$ cat src/hw/poe_regs_pkg.sv
/*
 * Shared constants and carrier types for the turn-on fault and channel remap register bank.
 * Assumes a byte-wide command front end (I2C slave engine) on the same clock.
 */
package poe_regs_pkg;

    // ************************************************************
    // Group geometry
    // ************************************************************
    localparam int GROUP_SIZE = 4;
    localparam int FIELD_W    = 2;

    // ************************************************************
    // Command codes
    // ************************************************************
    localparam logic [7:0] CMD_FAULT_READ  = 8'h24;
    localparam logic [7:0] CMD_FAULT_CLEAR = 8'h25;
    localparam logic [7:0] CMD_REMAP       = 8'h26;

    // ************************************************************
    // Values after reset and for unmapped reads
    // ************************************************************
    localparam logic [7:0] REMAP_RESET  = 8'hE4;
    localparam logic [7:0] FAULT_RESET  = 8'h00;
    localparam logic [7:0] UNMAPPED_VAL = 8'h00;

    // ************************************************************
    // Types
    // ************************************************************
    typedef enum logic [1:0] {
        FAULT_NONE   = 2'h0,
        FAULT_DETECT = 2'h1,
        FAULT_CLASS  = 2'h2,
        FAULT_POWER  = 2'h3
    } fault_code_t;

    typedef struct packed {
        logic       rd;
        logic       wr;
        logic [7:0] cmd;
        logic [7:0] wdata;
    } host_req_t;

    typedef struct packed {
        logic       valid;
        logic       hit;
        logic [7:0] data;
    } host_rsp_t;

    typedef struct packed {
        logic        start_fault;
        fault_code_t cause;
        logic        detect_classify_enable_bit;
        logic        alloc_denied;
        logic        turn_off;
        logic        is_off;
    } chan_event_t;

endpackage

$ cat src/hw/fault_code_cell.sv
/*
 * One channel's two-bit turn-on fault code holder.
 * Assumes load, clear and code inputs come from logic on clk_sys.
 */
`timescale 1ns/1ps
module fault_code_cell
(
    input  wire logic                      clk_sys,
    input  wire logic                      rst,
    input  wire logic                      load,
    input  wire poe_regs_pkg::fault_code_t load_code,
    input  wire logic                      clear_off,
    input  wire logic                      clear_read,
    output poe_regs_pkg::fault_code_t      code
);
    import poe_regs_pkg::*;

    fault_code_t next_code;

    // A fault arriving with a clear is kept
    assign next_code = load                     ? load_code  :
                       (clear_off | clear_read) ? FAULT_NONE :
                                                  code;

    always_ff @(posedge clk_sys)
    begin
        if (rst)
            code <= FAULT_NONE;
        else
            code <= next_code;
    end

endmodule

$ cat src/hw/poe_fault_and_remap_regs.sv
/*
 * Turn-on fault status and channel group remap registers for one four-channel group,
 * reached by command code through a byte-wide front end.
 * Assumes the I2C slave engine, detection, classification and power allocation logic
 * run on clk_sys; por is the power-on reset, rst the reset pin and software reset.
 */
// Functional notes
// - Record per channel why commanded turn-on failed
// - Codes: none, detection, classification, insufficient power
// - Turning channel off clears its code
// - Load cause on start fault without enable bit
// - Allocation denial reports insufficient power code
// - Dual signature four-pair channels update independently
// - Single signature four-pair channels update together
// - 24h plain read, 25h read then clear
// - Four remap fields, logical 4 in top bits
// - Code n minus one selects physical n
// - Remap permutes only inside one group
// - Remap write ignored unless group all off
// - Remap resets to identity at power-on
// - Remap survives reset pin and software reset
// - Duplicate physical codes discard the write
`timescale 1ns/1ps
module poe_fault_and_remap_regs
(
    input  wire logic                                                 clk_sys,
    input  wire logic                                                 rst,
    input  wire logic                                                 por,
    input  wire poe_regs_pkg::host_req_t                              host_req,
    output poe_regs_pkg::host_rsp_t                                   host_rsp,
    output logic                                                      remap_accepted,
    output logic                                                      remap_rejected,
    input  wire poe_regs_pkg::chan_event_t [poe_regs_pkg::GROUP_SIZE-1:0] chan_ev,
    input  wire logic [1:0]                                           four_pair,
    input  wire logic [1:0]                                           single_signature,
    input  wire logic [poe_regs_pkg::GROUP_SIZE-1:0]                  channel_power_on_command,
    output logic [poe_regs_pkg::GROUP_SIZE-1:0]                       phys_power_on,
    input  wire logic [poe_regs_pkg::GROUP_SIZE-1:0]                  phys_powered,
    output logic [poe_regs_pkg::GROUP_SIZE-1:0]                       logical_powered,
    output logic [7:0]                                                channel_group_remap,
    output logic [7:0]                                                turn_on_fault_codes
);
    import poe_regs_pkg::*;

    // ************************************************************
    // Command decode
    // ************************************************************
    wire logic sel_fault_read;
    wire logic sel_fault_clear;
    wire logic sel_remap;
    wire logic sel_any;

    assign sel_fault_read  = (host_req.cmd == CMD_FAULT_READ);
    assign sel_fault_clear = (host_req.cmd == CMD_FAULT_CLEAR);
    assign sel_remap       = (host_req.cmd == CMD_REMAP);
    assign sel_any         = sel_fault_read | sel_fault_clear | sel_remap;

    wire logic rd_clear;
    wire logic wr_remap;

    assign rd_clear = host_req.rd & sel_fault_clear;
    assign wr_remap = host_req.wr & sel_remap;

    // ************************************************************
    // Fault event shaping per channel
    // ************************************************************
    logic [GROUP_SIZE-1:0] own_load;
    fault_code_t           own_code [GROUP_SIZE];
    logic [GROUP_SIZE-1:0] cell_load;
    fault_code_t           cell_code [GROUP_SIZE];
    fault_code_t           code [GROUP_SIZE];

    genvar gi;
    generate
        for (gi = 0; gi < GROUP_SIZE; gi++)
        begin : g_chan
            localparam int PAIR = gi / 2;
            localparam int MATE = gi ^ 1;
            localparam int LOW  = PAIR * 2;
            localparam int HIGH = PAIR * 2 + 1;

            wire logic joint;

            // Only a start fault with the enable bit clear is recorded
            assign own_load[gi] = chan_ev[gi].start_fault
                                & ~chan_ev[gi].detect_classify_enable_bit;

            // Allocation denial overrides the detection or class cause
            assign own_code[gi] = chan_ev[gi].alloc_denied ? FAULT_POWER
                                                           : chan_ev[gi].cause;

            // Single signature four-pair: both channels take one outcome
            assign joint = four_pair[PAIR] & single_signature[PAIR];

            assign cell_load[gi] = own_load[gi] | (joint & own_load[MATE]);

            assign cell_code[gi] = ~joint        ? own_code[gi]   :
                                   own_load[LOW] ? own_code[LOW]  :
                                                   own_code[HIGH];

            fault_code_cell u_cell
            (
                .clk_sys    (clk_sys),
                .rst        (rst),
                .load       (cell_load[gi]),
                .load_code  (cell_code[gi]),
                .clear_off  (chan_ev[gi].turn_off),
                .clear_read (rd_clear),
                .code       (code[gi])
            );

            // Field n at bits 2n-1:2n-2, channel 4 on top
            assign turn_on_fault_codes[gi*FIELD_W +: FIELD_W] = code[gi];
        end
    endgenerate

    // ************************************************************
    // Remap write qualification
    // ************************************************************
    wire logic group_all_off;
    wire logic dup_code;
    wire logic remap_take;
    wire logic [1:0] f0;
    wire logic [1:0] f1;
    wire logic [1:0] f2;
    wire logic [1:0] f3;

    assign f0 = host_req.wdata[1:0];
    assign f1 = host_req.wdata[3:2];
    assign f2 = host_req.wdata[5:4];
    assign f3 = host_req.wdata[7:6];

    assign group_all_off = chan_ev[0].is_off & chan_ev[1].is_off
                         & chan_ev[2].is_off & chan_ev[3].is_off;

    assign dup_code = (f0 == f1) | (f0 == f2) | (f0 == f3)
                    | (f1 == f2) | (f1 == f3) | (f2 == f3);

    assign remap_take = wr_remap & group_all_off & ~dup_code;

    // ************************************************************
    // Remap register, reset to identity by power-on only
    // ************************************************************
    always_ff @(posedge clk_sys)
    begin
        if (por)
            channel_group_remap <= REMAP_RESET;
        else if (remap_take)
            channel_group_remap <= host_req.wdata;
    end

    always_ff @(posedge clk_sys)
    begin
        if (rst | por)
        begin
            remap_accepted <= 1'b0;
            remap_rejected <= 1'b0;
        end
        else
        begin
            remap_accepted <= remap_take;
            remap_rejected <= wr_remap & ~remap_take;
        end
    end

    // ************************************************************
    // Channel routing inside the group
    // ************************************************************
    logic [GROUP_SIZE-1:0] next_phys_power_on;
    logic [GROUP_SIZE-1:0] next_logical_powered;
    logic [1:0]            phys_idx;

    // Routing never leaves the four channels of this group
    always_comb
    begin
        next_phys_power_on   = '0;
        next_logical_powered = '0;
        phys_idx             = 2'h0;
        for (int i = 0; i < GROUP_SIZE; i++)
        begin
            phys_idx = channel_group_remap[i*FIELD_W +: FIELD_W];
            next_phys_power_on[phys_idx] = channel_power_on_command[i];
            next_logical_powered[i]      = phys_powered[phys_idx];
        end
    end

    always_ff @(posedge clk_sys)
    begin
        if (rst | por)
        begin
            phys_power_on   <= '0;
            logical_powered <= '0;
        end
        else
        begin
            phys_power_on   <= next_phys_power_on;
            logical_powered <= next_logical_powered;
        end
    end

    // ************************************************************
    // Read response
    // ************************************************************
    wire logic [7:0] rd_mux;

    assign rd_mux = (sel_fault_read | sel_fault_clear) ? turn_on_fault_codes :
                    sel_remap                          ? channel_group_remap :
                                                         UNMAPPED_VAL;

    always_ff @(posedge clk_sys)
    begin
        if (rst | por)
            host_rsp <= '{valid: 1'b0, hit: 1'b0, data: FAULT_RESET};
        else
        begin
            host_rsp.valid <= host_req.rd;
            host_rsp.hit   <= host_req.rd & sel_any;
            host_rsp.data  <= host_req.rd ? rd_mux : host_rsp.data;
        end
    end

endmodule

$ cat config.mk
export PLATFORM = sky130hd
export DESIGN_NAME = poe_fault_and_remap_regs
export DESIGN_NICKNAME = d
export VERILOG_FILES = /design/src/hw/poe_regs_pkg.sv /design/src/hw/fault_code_cell.sv /design/src/hw/poe_fault_and_remap_regs.sv
export SDC_FILE = /design/constraint.sdc
export NUM_CORES = 1
export LEC_CHECK = 0
export BUFFER_PORTS_ARGS = -buffer_cell sky130_fd_sc_hd__clkbuf_2
export CAP_MARGIN = 20
export CORE_ASPECT_RATIO = 0.9
export CORE_MARGIN = 1.5
export CORE_UTILIZATION = 45
export CTS_CLUSTER_DIAMETER = 150
export DETAILED_ROUTE_END_ITERATION = 10
export PLACE_DENSITY = 0.82
export SETUP_SLACK_MARGIN = 0.15
export SLEW_MARGIN = 25
export SYNTH_ARGS = -nofsm -noshare
export SYNTH_HDL_FRONTEND = slang
export SYNTH_SLANG_ARGS = --single-unit
$ cat constraint.sdc
create_clock -name clk_sys -period 2.3 [get_ports clk_sys]
set_input_delay 0.345 -clock clk_sys [delete_from_list [all_inputs] [get_ports clk_sys]]
set_output_delay 0.345 -clock clk_sys [all_outputs]
set_load 0.005 [all_outputs]
# Yosys cells after proc, flatten, opt, wreduce, memory -nomap -nowiden
# Cells that the tools add are included.
[classes] order_cmp=8 eq_ne=9 muxes=39 bitwise_logic=42 reduce_logical=8
[ops] cell="$mux W2" count=18
[ops] cell="$eq A8 B6 Y1 const B" count=3
[ops] cell="$and A1 B1 Y1" count=19
[ops] cell="$mux W8" count=2
[ops] cell="$or A1 B1 Y1" count=16
[ops] cell="$bwmux W4" count=3
[ops] cell="$eq A2 B2 Y1" count=6
[ops] cell="$lt A2 B3 Y1 const B" count=4
[ops] cell="$bmux W1 S2" count=4
[ops] cell="$demux W1 S2" count=4
[ops] cell="$ge A2 B1 Y1 const B" count=4
[ops] cell="$mux W1" count=8
[ops] cell="$reduce_bool A2 Y1" count=4
[ops] cell="$not A1 Y1" count=6
[ops] cell="$and A4 B4 Y4" count=1
[ops] cell="$logic_and A1 B1 Y1" count=4
[word_totals] reg_bits=36 in_bits=61 output_inout_bits=36 word_cells=118

# Depth between registers and ports, before layout
# Gate-level depths: netlist (run 1).
[depth] word_depth=10 ltp_mapped=5 ltp_nobuf=4

# Hierarchy
# A second synthesis (run 1) with hierarchy kept.
[unflattened] hier_cells=254 hier_area_um2=2048.2
[by_module_without_submodules] module="poe_fault_and_remap_regs" n_inst=1 cells_per_inst=222 area_each_um2=1737.9 seq_area_each_um2=560.5
[by_module_without_submodules] module="fault_code_cell" n_inst=4 cells_per_inst=8 area_each_um2=77.6 seq_area_each_um2=40.0

# Least setup slack after synthesis (run 1)
# Ideal clock, no wire load.
[synth_timing] kind="input port to flip-flop" startpoint="in host_req[12] (netlist bit)" endpoint="reg g_chan[1].u_cell.code[0]" setup_time_ns=0.122 arrival_ns=1.649 t_required_ns=2.178 slack_ns=0.528 stages=5 n_path_buf=1 cell_sequence="or4b_1 or4_1 clkbuf_1 nand3_1 a21oi_1"
[synth_via] elab_chain_cells=4
[synth_lines] item="start, declared" line_no="poe_fault_and_remap_regs.sv:29" rtl="input wire poe_regs_pkg::host_req_t host_req,"
[synth_lines] item="$eq A8 B6 Y1" line_no="poe_fault_and_remap_regs.sv:54" rtl="assign sel_fault_clear = (host_req.cmd == CMD_FAULT_CLEAR);"
[synth_lines] item="$and A1 B1 Y1" line_no="poe_fault_and_remap_regs.sv:61" rtl="assign rd_clear = host_req.rd & sel_fault_clear;"
[synth_lines] item="$or A1 B1 Y1" line_no="fault_code_cell.sv:22" rtl="(clear_off | clear_read) ? FAULT_NONE :"
[synth_lines] item="$reduce_bool A2 Y1 (no line)"
[synth_lines] item="end signal, assigned" line_no="fault_code_cell.sv:30" rtl="code <= next_code;"
[synth_lines] item="end, declared" line_no="fault_code_cell.sv:14" rtl="output poe_regs_pkg::fault_code_t code"
# Every way passes these cells.
# A chain may end at the register's enable or synchronous reset.

# Worst setup path in the final report (run 1)
[layout_timing] startpoint="reg channel_group_remap[0]" endpoint="reg phys_power_on[0] (netlist bit)"
[layout_via] elab_chain_cells=8 word_cells_on_any_way=9 cone_classes="order compare (2); mux (5); bitwise (1); reduce/logical (1)"
[layout_lines] item="start, declared" line_no="poe_fault_and_remap_regs.sv:40" rtl="output logic [7:0] channel_group_remap,"
[layout_lines] item="start signal, assigned" line_no="poe_fault_and_remap_regs.sv:149" rtl="channel_group_remap <= host_req.wdata;"
[layout_lines] item="$lt A2 B3 Y1 (implied by the code) or $ge A2 B1 Y1 (tied branches)" line_no="poe_fault_and_remap_regs.sv:182" rtl="next_phys_power_on[phys_idx] = channel_power_on_command[i];"
[layout_lines] item="$logic_and A1 B1 Y1 (implied by the code)" line_no="poe_fault_and_remap_regs.sv:182"
[layout_lines] item="$mux W1 (implied by the code)" line_no="poe_fault_and_remap_regs.sv:182"
[layout_lines] item="$demux W1 S2 *" line_no="poe_fault_and_remap_regs.sv:182"
[layout_lines] item="$and A4 B4 Y4 (no line) *"
[layout_lines] item="$bwmux W4 * (3 in a row)" line_no="poe_fault_and_remap_regs.sv:182"
[layout_lines] item="end signal, assigned" line_no="poe_fault_and_remap_regs.sv:196" rtl="phys_power_on <= next_phys_power_on;"
[layout_lines] item="end, declared" line_no="poe_fault_and_remap_regs.sv:37" rtl="output logic [poe_regs_pkg::GROUP_SIZE-1:0] phys_power_on,"
# Every way passes the cells marked *; elsewhere a longest branch is shown, timed or not.

==> results of run 1 <==
[critical path: cells and delay by family (launching register included)]
kind / cells / cell delay [ns]
AOI/OAI and AO/OA: 2 / 0.53
and+or+nand+nor: 1 / 0.71
DFF: 1 / 0.40
[power groups by stage]
stage / Clock, mW / Sequential [mW] / Combinational, mW
after floorplan: 0 / 0.662 / 0.0884
after global placement: 0 / 0.660 / 0.184
after detailed placement: 0 / 0.661 / 0.190
after CTS: 0.560 / 0.646 / 0.191
after global routing: 0.591 / 0.648 / 0.212
final: 0.556 / 0.646 / 0.191
[registers in the layout, summed over array words and instances (netlist names)]
| name | count |
|---|---|
| channel_group_remap | 8 |
| phys_power_on | 4 |
| logical_powered | 4 |
| remap_rejected | 1 |
| remap_accepted | 1 |
| g_chan.u_cell.code | 8 |
| host_rsp | 10 |
[cells by family after synthesis]
logic type,Yosys count
AO/OA/AOI/OAI,55
XOR/XNOR,12
buffers and inverters,13
flip-flops,36
multiplexers,12
AND/OR/NAND/NOR,93
[layout by cell type (no fill, tap or decap), types with 3 or more instances in the layout]
cell	instances
sky130_fd_sc_hd__a21oi_1	21
sky130_fd_sc_hd__and2_1	5
sky130_fd_sc_hd__and2b_1	7
sky130_fd_sc_hd__and3b_1	4
sky130_fd_sc_hd__buf_4	5
sky130_fd_sc_hd__clkbuf_2	96
sky130_fd_sc_hd__clkbuf_8	5
sky130_fd_sc_hd__dfxtp_1	36
sky130_fd_sc_hd__inv_1	3
sky130_fd_sc_hd__mux2i_1	8
sky130_fd_sc_hd__mux4_2	4
sky130_fd_sc_hd__nand2_1	5
sky130_fd_sc_hd__nand2b_1	15
sky130_fd_sc_hd__nand3_1	14
sky130_fd_sc_hd__nand4b_1	4
sky130_fd_sc_hd__nor2_1	17
sky130_fd_sc_hd__nor2b_1	4
sky130_fd_sc_hd__nor3b_1	3
sky130_fd_sc_hd__o21ai_0	8
sky130_fd_sc_hd__o221ai_1	3
sky130_fd_sc_hd__o2bb2ai_1	8
sky130_fd_sc_hd__o31ai_1	8
sky130_fd_sc_hd__xnor2_1	4
sky130_fd_sc_hd__xor2_1	8
[worst max path at each step]
| stage | to | slack [ns] |
|---|---|---|
| 3_3_place_gp | g_chan[1].u_cell.code[1] | 0.38 |
| 6_report | phys_power_on[0] | 0.60 |
| 4_1_cts | phys_power_on[0] | 0.61 |
| 3_5_place_dp | g_chan[3].u_cell.code[1] | 0.33 |
| 2_1_floorplan | g_chan[1].u_cell.code[0] | 0.53 |
| 5_1_grt | phys_power_on[0] | 0.54 |
[metal layers]
layer	routed length, µm	vias to the layer above
met3	239	10
met5	0	-
met1	2337	915
met2	2465	61
met4	92	0
li1	-	1006
[cell type report]
cell class	instances	area [µm²]
Clock buffer	6	72.57
Inverter	3	11.26
Tap cell	60	75.07
Sequential cell	36	720.7
Clock inverter	2	35.03
Fill cell	367	1515
Timing Repair Buffer	101	518.0
Multi-Input combinational cell	172	1209
[metrics by stage]
step | instance area, µm² | setup WS [ns] | total power [mW]
floorplan | 1982 | 0.5283 | 0.7500
global placement | 2534 | 0.3762 | 0.8448
detailed placement | 2534 | 0.3281 | 0.8505
CTS | 2641 | 0.6099 | 1.397
global route | 2641 | 0.5415 | 1.451
finish | 2641 | 0.5959 | 1.394
==> flow_metrics.py, run 1 <==
metrics = {
    "run_status": {
        "outcome": "finished, final reports clean",
    },
    "power_and_ir_drop": {
        "netSwitchingFraction": 0.2427,
        "max-vdd-ir-drop_uv": 307.5,
        "combinationalPowerShare": 0.137,
        "cellInternalPower_mw": 1.056,
        "power.switching_uw": 338.2,
        "power.clock.fraction": 0.399,
        "power.sequential.fraction": 0.464,
        "power_leakage_nw": 1.161,
        "power_per_cell_area_nw_per_um2": 527.7,
    },
    "logic_synthesis": {
        "synth_cell_types": 40,
        "synth-compound-area-share": 0.1812,
        "synth_edf_count": 0,
        "syn_area_um2": 1982,
        "seq_cells_post_synth": 36,
        "synth.cells.most_frequent": "sky130_fd_sc_hd__dfxtp_1, sky130_fd_sc_hd__a21oi_1, sky130_fd_sc_hd__nor2_1",
        "yosys.area_share.adder": 0,
        "synth_area_leaders": "sky130_fd_sc_hd__dfxtp_1, sky130_fd_sc_hd__a21oi_1, sky130_fd_sc_hd__nand2b_1",
        "synthMostInstantiatedCell": "sky130_fd_sc_hd__dfxtp_1",
        "syn-num-nets": 282,
        "ys_async_rst_share": 0,
        "synth_warnings": 0,
        "ys.flop_type": "sky130_fd_sc_hd__dfxtp_1",
        "synth_top_family_by_area": "simple AND/OR/NAND/NOR gates",
        "synth-simple-area-share": 0.2898,
        "muxShareOfSynthArea": 0.08586,
        "syn_avg_cell_area_um2": 8.968,
        "seq_area_frac_synth": 0.3636,
        "post_synth_xor_area_fraction": 0.05303,
        "netlist.area_leader.share": 0.3636,
        "postSynthCellCount": 221,
        "yosysTopAreaCell": "sky130_fd_sc_hd__dfxtp_1",
    },
    "cells_and_area": {
        "post_route_cells_drive_above_1_share": 0.3688,
        "syn_to_final_growth_pct": 33.27,
        "postLayoutCoreUtil": 0.6355,
        "design.final.nets": 380,
        "post_layout_nonfiller_instances": 380,
        "insertedDiodeCount": 0,
    },
    "run": {
        "drv.max_cap_violation_count": 0,
    },
    "floorplan": {
        "floorplan.core_area_um2": 4156,
        "floorplan.die.height_um": 65.96,
        "io_pins": 97,
        "initial_utilization": 0.4768,
        "floorplan.die.width_um": 72.96,
        "die_area_um2": 4812,
        "rows": 22,
    },
    "sta": {
        "period_needed_ns": 1.704,
        "timing_worst_slew_pin_value_ns": 0.3880,
        "setup_violations": 0,
        "hold_viol": 0,
        "worst_slew_margin_rel": 0.7410,
        "fin_setup_tns_ns": 0,
        "post_route_fraction_of_the_period_consumed_by_the_critical_path": 0.7409,
        "achievable-frequency_mhz": 586.8,
        "timing_max_transition_violations_final": 0,
        "grt_setup_unrepaired": "no",
        "hold-worst-slack_ns": 0.2553,
        "post_route_skew_ns": 0.006187,
    },
    "clock_network": {
        "clkLatencyLatePin_ns": 0.30,
        "post_cts.repair.setup_buffers": 0,
        "clock_tree_from_tritoncts": "built",
        "cts_inserted_buffers": 5,
        "post_cts.resized_instances": 0,
        "clkSinkCount": 36,
        "clock_tree.htree_level_count": 2,
        "root_buffer": "sky130_fd_sc_hd__clkbuf_8",
        "postCtsHoldBufs": 0,
        "path_clk_slew_ns": 0.07,
        "cts-root-to-sink-buffers": 2,
    },
    "global_route": {
        "globalRoute.totalOverflow": 0,
        "grt_first_pass_wirelength_mm": 8.273,
        "grt.total_usage": 0.2252,
        "antenna_found_initial": 0,
        "globalRouteMet3Util": 0.05030,
        "grt.met2_usage": 0.3819,
        "globalRoute.busiestLayer": "met2",
        "grt_use_met1": 0.2750,
        "grt_start_max_net_pins": 20,
        "number_of_global_route_vias_before_repair": 1822,
    },
    "critical_path": {
        "crit_path_max_fanout": 8,
        "timing.critical_path.cells": "or4b_2 > a311o_1 > a21oi_1",
        "worst_path_max_delay_cell": "sky130_fd_sc_hd__or4b_2",
        "setup.worst_path.end_class": "flop",
        "critical_path_arrival_ns": 1.94,
        "timing.critical_path.slowest_cell_delay_ns": 0.71,
        "cp.required_ns": 2.53,
        "regToRegSetupSlack_ns": 0.60,
        "worst_setup_path_start_kind": "flop",
        "critical_path_class": "reg2reg",
        "reg2reg_from": "channel_group_remap[0]",
        "cp-startpoint": "channel_group_remap[0]",
        "r2r.worst_path.cells": 3,
        "regToRegEndpoint": "phys_power_on[0]",
    },
    "min_path": {
        "min-delay-start": "host_req[9]",
        "worstHoldEndpoint": "host_rsp[8]",
        "min_path_cells": 2,
        "worstHoldPathType": "in2reg",
    },
    "drt": {
        "wl_per_cell_um": 13.51,
        "drt.antenna.violating_nets": 0,
        "vias": 1992,
        "totalWireLength_mm": 5.135,
        "iter_0_drt_violations": 108,
        "viasPerCell": 5.242,
        "residual_drc": 0,
        "detail_route.first_pass.iterations": 4,
    },
    "placed_design": {
        "gp_congestion": 0.8294,
        "dp.final_hpwl_mm": 3.887,
        "port-buffer-count": 96,
        "total_instance_count_after_detailed_placement": 372,
    },
}
(Power assumes the default switching activity.)
==> inputs of run 2 (changes only) <==
--- a/config.mk
+++ b/config.mk
@@ -5,14 +5,15 @@
 export SDC_FILE = /design/constraint.sdc
 export NUM_CORES = 1
 export LEC_CHECK = 0
+export ABC_AREA = 1
 export BUFFER_PORTS_ARGS = -buffer_cell sky130_fd_sc_hd__clkbuf_2
 export CAP_MARGIN = 20
 export CORE_ASPECT_RATIO = 0.9
 export CORE_MARGIN = 1.5
-export CORE_UTILIZATION = 45
+export CORE_UTILIZATION = 43
 export CTS_CLUSTER_DIAMETER = 150
 export DETAILED_ROUTE_END_ITERATION = 10
-export PLACE_DENSITY = 0.82
+export PLACE_DENSITY = 0.8
 export SETUP_SLACK_MARGIN = 0.15
 export SLEW_MARGIN = 25
 export SYNTH_ARGS = -nofsm -noshare
==> constraint.sdc (replaced) <==
create_clock -name clk_sys -period 1.43 [get_ports clk_sys]
set_input_delay 0.2145 -clock clk_sys [delete_from_list [all_inputs] [get_ports clk_sys]]
set_output_delay 0.2145 -clock clk_sys [all_outputs]
set_load 0.005 [all_outputs]
==> run 2 against run 1 <==
  * Combinational power rose by 110%
  * Die area up 14%
  * Design area up 8.9%
  * Via count is 30% higher
  * Sequential cell count did not move
  * Synthesized cell count increased by 53%
  * Worst hold slack worse by 0.043 ns
  * Critical path type is now reg2out
  * Critical endpoint is now channel_group_remap[1]
  * Largest power group unchanged
==> flow_metrics.py, run 2 <==
metrics = {
    "run_status": {
        "outcome": "finished, final reports clean",
    },
    "cells_and_area": {
        "regMostFlops": "host_rsp",
        "design.final.nets": 505,
        "largest_register_ff_count": 10,
        "final_cell_mix": "sky130_fd_sc_hd__clkbuf_2, sky130_fd_sc_hd__nand2_1, sky130_fd_sc_hd__inv_1",
        "finish.instance_area_um2": 2875,
        "insertedDiodeCount": 0,
        "postLayoutCoreUtil": 0.5910,
        "layout_commonest_cell": "sky130_fd_sc_hd__clkbuf_2",
        "post_route_cells_drive_above_1_share": 0.2966,
        "syn_to_final_growth_pct": 32.53,
        "top_regs": "host_rsp (10), channel_group_remap (8), g_chan.u_cell.code (8)",
    },
    "power_and_ir_drop": {
        "netSwitchingFraction": 0.2743,
        "cellInternalPower_mw": 1.585,
        "power_per_cell_area_nw_per_um2": 759.8,
        "power.clock.fraction": 0.335,
        "power.switching_uw": 599.4,
        "power.sequential.fraction": 0.481,
        "max-vdd-ir-drop_uv": 455.4,
        "power_leakage_nw": 1.580,
        "combinationalPowerShare": 0.184,
    },
    "placed_design": {
        "port-buffer-count": 96,
        "gp_congestion": 0.9155,
        "dp.final_hpwl_mm": 4.837,
        "placed_area_um2": 2781,
    },
    "logic_synthesis": {
        "netlist.area_leader.share": 0.3322,
        "synth_warnings": 0,
        "seq_area_frac_synth": 0.3322,
        "synth.cells.most_frequent": "sky130_fd_sc_hd__nand2_1, sky130_fd_sc_hd__inv_1, sky130_fd_sc_hd__nand3_1, sky130_fd_sc_hd__nor2_1, sky130_fd_sc_hd__dfxtp_1",
        "synth_area_leaders": "sky130_fd_sc_hd__dfxtp_1, sky130_fd_sc_hd__nand2_1, sky130_fd_sc_hd__nand3_1",
        "postSynthCellCount": 338,
        "syn_area_um2": 2170,
        "seq_cells_post_synth": 36,
        "synth_cell_types": 24,
        "synthMostInstantiatedCell": "sky130_fd_sc_hd__nand2_1",
        "yosysTopAreaCell": "sky130_fd_sc_hd__dfxtp_1",
        "syn-num-nets": 399,
        "syn_avg_cell_area_um2": 6.419,
        "ys.flop_type": "sky130_fd_sc_hd__dfxtp_1",
        "synth_edf_count": 0,
        "ys_async_rst_share": 0,
    },
    "min_path": {
        "min-delay-start": "phys_powered[3]",
        "min_path_cells": 3,
        "worstHoldPathType": "in2reg",
        "worstHoldEndpoint": "logical_powered[0]",
    },
    "critical_path": {
        "regToRegSetupSlack_ns": 0.26,
        "timing.critical_path.slowest_cell_delay_ns": 0.50,
        "worst_setup_path_start_kind": "flop",
        "setup.worst_path.end_class": "output port",
        "r2r.worst_path.cells": 4,
        "critical_path.top_delay_family": "flip-flops",
        "path_buf_inv": 1,
        "timing.critical_path.cells": "clkbuf_2",
        "cp.required_ns": 1.22,
        "critical_path_arrival_ns": 0.96,
        "reg2reg_from": "channel_group_remap[3]",
        "critical_path_class": "reg2out",
        "regToRegEndpoint": "phys_power_on[1]",
        "worst_path_max_delay_cell": "sky130_fd_sc_hd__dfxtp_1",
        "crit_path_max_fanout": 9,
    },
    "floorplan": {
        "initial_utilization": 0.4460,
        "rows": 24,
        "floorplan.core_area_um2": 4865,
        "die_area_um2": 5481,
        "io_pins": 97,
        "floorplan.die.width_um": 77.88,
        "floorplan.die.height_um": 70.39,
    },
    "sta": {
        "fin_setup_tns_ns": 0,
        "period_needed_ns": 1.177,
        "timing_worst_slew_pin_value_ns": 0.3689,
        "hold-worst-slack_ns": 0.2122,
        "hold_viol": 0,
        "setup_violations": 0,
        "achievable-frequency_mhz": 849.8,
        "post_route_fraction_of_the_period_consumed_by_the_critical_path": 0.8229,
        "post_route_skew_ns": 0.003738,
        "timing_max_transition_violations_final": 0,
        "grt_setup_unrepaired": "no",
        "worst_slew_margin_rel": 0.7534,
    },
    "clock_network": {
        "postCtsHoldBufs": 0,
        "clock_tree.htree_level_count": 2,
        "cts_inserted_buffers": 5,
        "root_buffer": "sky130_fd_sc_hd__clkbuf_8",
        "clock_tree_from_tritoncts": "built",
        "cts-root-to-sink-buffers": 2,
        "path_clk_slew_ns": 0.07,
        "clkSinkCount": 36,
        "clkLatencyLatePin_ns": 0.28,
        "post_cts.repair.setup_buffers": 0,
        "post_cts.resized_instances": 0,
    },
    "drt": {
        "totalWireLength_mm": 5.949,
        "viasPerCell": 5.080,
        "residual_drc": 0,
        "drt.antenna.violating_nets": 0,
        "detail_route.first_pass.iterations": 6,
        "wl_per_cell_um": 11.66,
        "vias": 2591,
        "iter_0_drt_violations": 124,
    },
    "global_route": {
        "grt.total_usage": 0.2172,
        "antenna_found_initial": 0,
        "grt_start_max_net_pins": 12,
        "number_of_global_route_vias_before_repair": 2254,
        "globalRoute.totalOverflow": 0,
        "grt_first_pass_wirelength_mm": 9.666,
    },
    "run": {
        "drv.max_cap_violation_count": 0,
    },
}
==> run 2: layout make-up <==
type                    instances  area (µm²)
inverters                      54       202.7
clock buffers                   6       82.58
well taps                      65       81.33
flip-flops and latches         36       721.9
repair buffers                107       563.0
fillers                       493        1989
clock inverters                 2       10.01
multi-input cells             240        1214
==> run 2: how the worst max path moves through the flow <==
stage	slack, ns	cells after the start	endpoint	from
3_5_place_dp	0.04	9	channel_group_remap[0]	host_req[15]
5_1_grt	0.16	5	phys_power_on[1]	channel_group_remap[1]
4_1_cts	0.25	6	phys_power_on[1]	channel_group_remap[0]
2_1_floorplan	0.21	7	channel_group_remap[5]	host_req[15]
3_3_place_gp	0.09	8	channel_group_remap[7]	host_req[15]
6_report	0.25	1	channel_group_remap[1]	channel_group_remap[1]
==> run 2: logic make-up after synthesis <==
family                    share of synthesized area
xor gates and xnor gates                   0.004038
AOI/OAI and AO/OA                            0.1546
DFF                                          0.3322
and+or+nand+nor                              0.4008
buffers and inverters                        0.1084
==> run 2: per-stage QoR <==
| step | std cells | worst slack [ns] | total power [mW] |
|---|---|---|---|
| 6_report | 510 | 0.2532 | 2.185 |
| 3_5_place_dp | 502 | 0.04314 | 1.473 |
| 2_1_floorplan | 338 | 0.2065 | 1.287 |
| 4_1_cts | 510 | 0.2482 | 2.191 |
| 5_1_grt | 510 | 0.1601 | 2.284 |
| 3_3_place_gp | 502 | 0.08792 | 1.462 |
==> run 2: per-layer routing <==
| layer | routed length [µm] | GRT usage | vias up |
|---|---|---|---|
| met4 | 100 | 0.06465 | 0 |
| met5 | 0 | 0 | - |
| met1 | 2583 | 0.2564 | 1145 |
| met3 | 449 | 0.06667 | 10 |
| met2 | 2816 | 0.3749 | 105 |
| li1 | - | - | 1331 |
==> run 2: tightest hold or removal path: cells and delay by family <==
kind	cells	cell delay, ns
AOI/OAI and AO/OA	1	0.07
buffers and inverters	1	0.09
and+or+nand+nor	1	0.07
==> run 2: power groups by stage <==
stage	clock, mW	combinational [mW]	sequential, mW
3_3_place_gp	0	0.388	1.07
4_1_cts	0.739	0.400	1.05
6_report	0.732	0.401	1.05
3_5_place_dp	0	0.398	1.07
5_1_grt	0.779	0.450	1.06
2_1_floorplan	0	0.213	1.07
==> inputs of run 3 (changes only) <==
--- a/config.mk
+++ b/config.mk
@@ -10,7 +10,7 @@
 export CAP_MARGIN = 20
 export CORE_ASPECT_RATIO = 0.9
 export CORE_MARGIN = 1.5
-export CORE_UTILIZATION = 43
+export CORE_UTILIZATION = 45
 export CTS_CLUSTER_DIAMETER = 150
 export DETAILED_ROUTE_END_ITERATION = 10
 export PLACE_DENSITY = 0.8
==> constraint.sdc (replaced) <==
create_clock -name clk_sys -period 1.11 [get_ports clk_sys]
set_input_delay 0.1665 -clock clk_sys [delete_from_list [all_inputs] [get_ports clk_sys]]
set_output_delay 0.1665 -clock clk_sys [all_outputs]
set_load 0.005 [all_outputs]
==> run 3 against run 2 <==
  * The flow now finishes with violations (setup timing)
  * First-iteration DRC count grew 100%
  * Sequential share of layout area shrank 3.0 points
  * Worst setup slack lost 0.26 ns
  * Critical path depth grew 5
  * Combinational power grew 57%
  * Largest power group unchanged
  * Via count grew 8.4%
==> flow_metrics.py, run 3 (same netlist as run 2, synthesis figures left out) <==
metrics = {
    "power_and_ir_drop": {
        "netSwitchingFraction": 0.2683,
        "power.switching_uw": 829.1,
        "combinationalPowerShare": 0.203,
        "power_leakage_nw": 1.828,
        "cellInternalPower_mw": 2.261,
        "power.sequential.fraction": 0.433,
        "max-vdd-ir-drop_uv": 489.7,
        "power_per_cell_area_nw_per_um2": 892.6,
        "power.clock.fraction": 0.364,
        "finalPower_mw": 3.090,
    },
    "drt": {
        "detail_route.first_pass.iterations": 5,
        "viasPerCell": 5.152,
        "wl_per_cell_um": 12.49,
        "iter_0_drt_violations": 250,
        "totalWireLength_mm": 6.807,
        "vias": 2808,
        "residual_drc": 0,
        "drt.antenna.violating_nets": 0,
    },
    "critical_path": {
        "critical_path.top_delay_family": "flip-flops",
        "cp_common_cell": "sky130_fd_sc_hd__o21ai_1",
        "timing.critical_path.slowest_cell_delay_ns": 0.40,
        "reg2reg_from": "channel_group_remap[2]",
        "timing.critical_path.cells": "inv_4 > nor2_4 > nand2_1 > o21ai_1 > o21ai_1 > a31oi_1",
        "worst_path_max_delay_cell": "sky130_fd_sc_hd__dfxtp_4",
        "cp-startpoint": "channel_group_remap[2]",
        "path_buf_inv": 1,
        "critical_path_class": "reg2reg",
        "worst_setup_path_start_kind": "flop",
        "crit_path_max_fanout": 5,
        "setup.worst_path.end_class": "flop",
        "cp.required_ns": 1.33,
        "critical_path_arrival_ns": 1.33,
    },
    "run_status": {
        "outcome": "finished with violations",
        "violations": "setup timing",
    },
    "sta": {
        "hold-worst-slack_ns": 0.1660,
        "hold_viol": 0,
        "grt_setup_unrepaired": "yes",
        "setup_violations": 1,
        "timing_max_transition_violations_final": 0,
        "post_route_fraction_of_the_period_consumed_by_the_critical_path": 1.006,
        "timing_worst_slew_pin_value_ns": 0.3582,
        "achievable-frequency_mhz": 895.5,
        "post_route_skew_ns": 0.004246,
        "post-route-worst-setup-slack_ns": -0.006649,
        "worst_slew_margin_rel": 0.7603,
        "period_needed_ns": 1.117,
    },
    "global_route": {
        "grt_start_max_net_pins": 18,
        "grt.total_usage": 0.2376,
        "number_of_global_route_vias_before_repair": 2320,
        "grt_first_pass_wirelength_mm": 9.887,
        "antenna_found_initial": 0,
        "globalRoute.totalOverflow": 0,
    },
    "clock_network": {
        "cts-root-to-sink-buffers": 2,
        "path_clk_slew_ns": 0.07,
        "clkLatencyLatePin_ns": 0.29,
        "cts_inserted_buffers": 5,
        "clkSinkCount": 36,
        "postCtsHoldBufs": 0,
        "clock_tree_from_tritoncts": "built",
        "clock_tree.htree_level_count": 2,
        "root_buffer": "sky130_fd_sc_hd__clkbuf_8",
    },
    "floorplan": {
        "floorplan.die.height_um": 68.87,
        "io_pins": 97,
        "floorplan.core_area_um2": 4547,
        "die_area_um2": 5247,
        "floorplan.die.width_um": 76.19,
        "initial_utilization": 0.4772,
        "rows": 23,
    },
    "cells_and_area": {
        "largest_register_ff_count": 10,
        "syn_to_final_growth_pct": 59.57,
        "regMostFlops": "host_rsp",
        "final_cell_mix": "sky130_fd_sc_hd__clkbuf_2, sky130_fd_sc_hd__nand2_1, sky130_fd_sc_hd__inv_1",
        "post_route_cells_drive_above_1_share": 0.4720,
        "design.final.nets": 543,
        "top_regs": "host_rsp (10), channel_group_remap (8), g_chan.u_cell.code (8)",
        "layout_commonest_cell": "sky130_fd_sc_hd__clkbuf_2",
        "finish.instance_area_um2": 3462,
        "fillerInstances": 338,
        "insertedDiodeCount": 0,
    },
    "run": {
        "drv.max_cap_violation_count": 0,
    },
    "min_path": {
        "min-delay-start": "chan_ev[8]",
        "worstHoldPathType": "in2reg",
    },
    "placed_design": {
        "port-buffer-count": 96,
        "placed_area_um2": 2955,
        "gp_congestion": 0.8785,
        "dp.final_hpwl_mm": 4.803,
    },
}
-- run 3: cell types whose count changed in the layout (fill, tap and decap cells not counted), moves of 7 or more --
cell / change
sky130_fd_sc_hd__buf_4: +23
sky130_fd_sc_hd__buf_6: +12
sky130_fd_sc_hd__dfxtp_1: -19
sky130_fd_sc_hd__dfxtp_2: +11
sky130_fd_sc_hd__dfxtp_4: +8
sky130_fd_sc_hd__nand2_1: -13
sky130_fd_sc_hd__nand2_2: +11
sky130_fd_sc_hd__nor2_1: -7
-- run 3: power groups by stage --
stage,Sequential [mW],Combinational (mW),Clock (mW)
after global placement,1.38,0.550,0
after CTS,1.34,0.580,1.13
after detailed placement,1.38,0.562,0
final,1.34,0.628,1.12
after global routing,1.34,0.695,1.21
after floorplan,1.38,0.276,0
-- run 3: cell type report --
class	instances	area (µm²)	share of cell area
Tap cell	62	77.57	0.02241
Timing Repair Buffer	142	885.9	0.2559
Multi-Input combinational cell	243	1418	0.4095
Sequential cell	36	765.7	0.2212
Inverter	54	207.7	0.05999
Clock buffer	6	72.57	0.02096
Clock inverter	2	35.03	0.01012
-- run 3: path summary, 6_finish.rpt --
kind | slack [ns] | depth (start not counted) | to
worst min-delay path | 0.17 | 4 | g_chan[1].u_cell.code[0]
worst min register to register | 0.49 | 2 | host_rsp[7]
worst max-delay path | -0.007 | 6 | phys_power_on[1]
worst max register to register | -0.007 | 6 | phys_power_on[1]
-- run 3: repair_timing --
action / 4_1_cts / 5_1_grt
setup buffers: 8 / 6
hold endpoints to repair: 0 / 0
pin swaps: 10 / 20
endpoints found under the setup margin: 23 / 48
gates resized for setup: 27 / 56
gates cloned: 3 / 0
-- run 3: per-stage QoR --
step	setup TNS, ns	utilization	cells	worst slack, ns
after CTS	0	0.7075	539	0.06981
after global placement	-1.997	0.6500	520	-0.1417
final	-0.006649	0.7614	545	-0.006649
after detailed placement	-2.574	0.6500	520	-0.1875
after floorplan	-0.5620	-	338	-0.06444
after global routing	-0.05073	0.7614	545	-0.03195
-- run 3: layer usage --
metal  up-vias  part of all wire  wire length [µm]  global-route usage
met4         0             0.017               116             0.07639
li1       1431                 -                 -                   -
met3        11             0.060               407             0.05789
met5         -                 0                 0                   0
met2       121              0.50              3389              0.4302
met1      1245              0.43              2893              0.2847
-- run 3: worst register-to-register path, stage by stage, from the launching register on --
cell and delay, ns:
sky130_fd_sc_hd__dfxtp_4 0.40, sky130_fd_sc_hd__inv_4 0.06, sky130_fd_sc_hd__nor2_4 0.11, sky130_fd_sc_hd__nand2_1 0.08, sky130_fd_sc_hd__o21ai_1 0.11, sky130_fd_sc_hd__o21ai_1 0.11
sky130_fd_sc_hd__a31oi_1 0.18
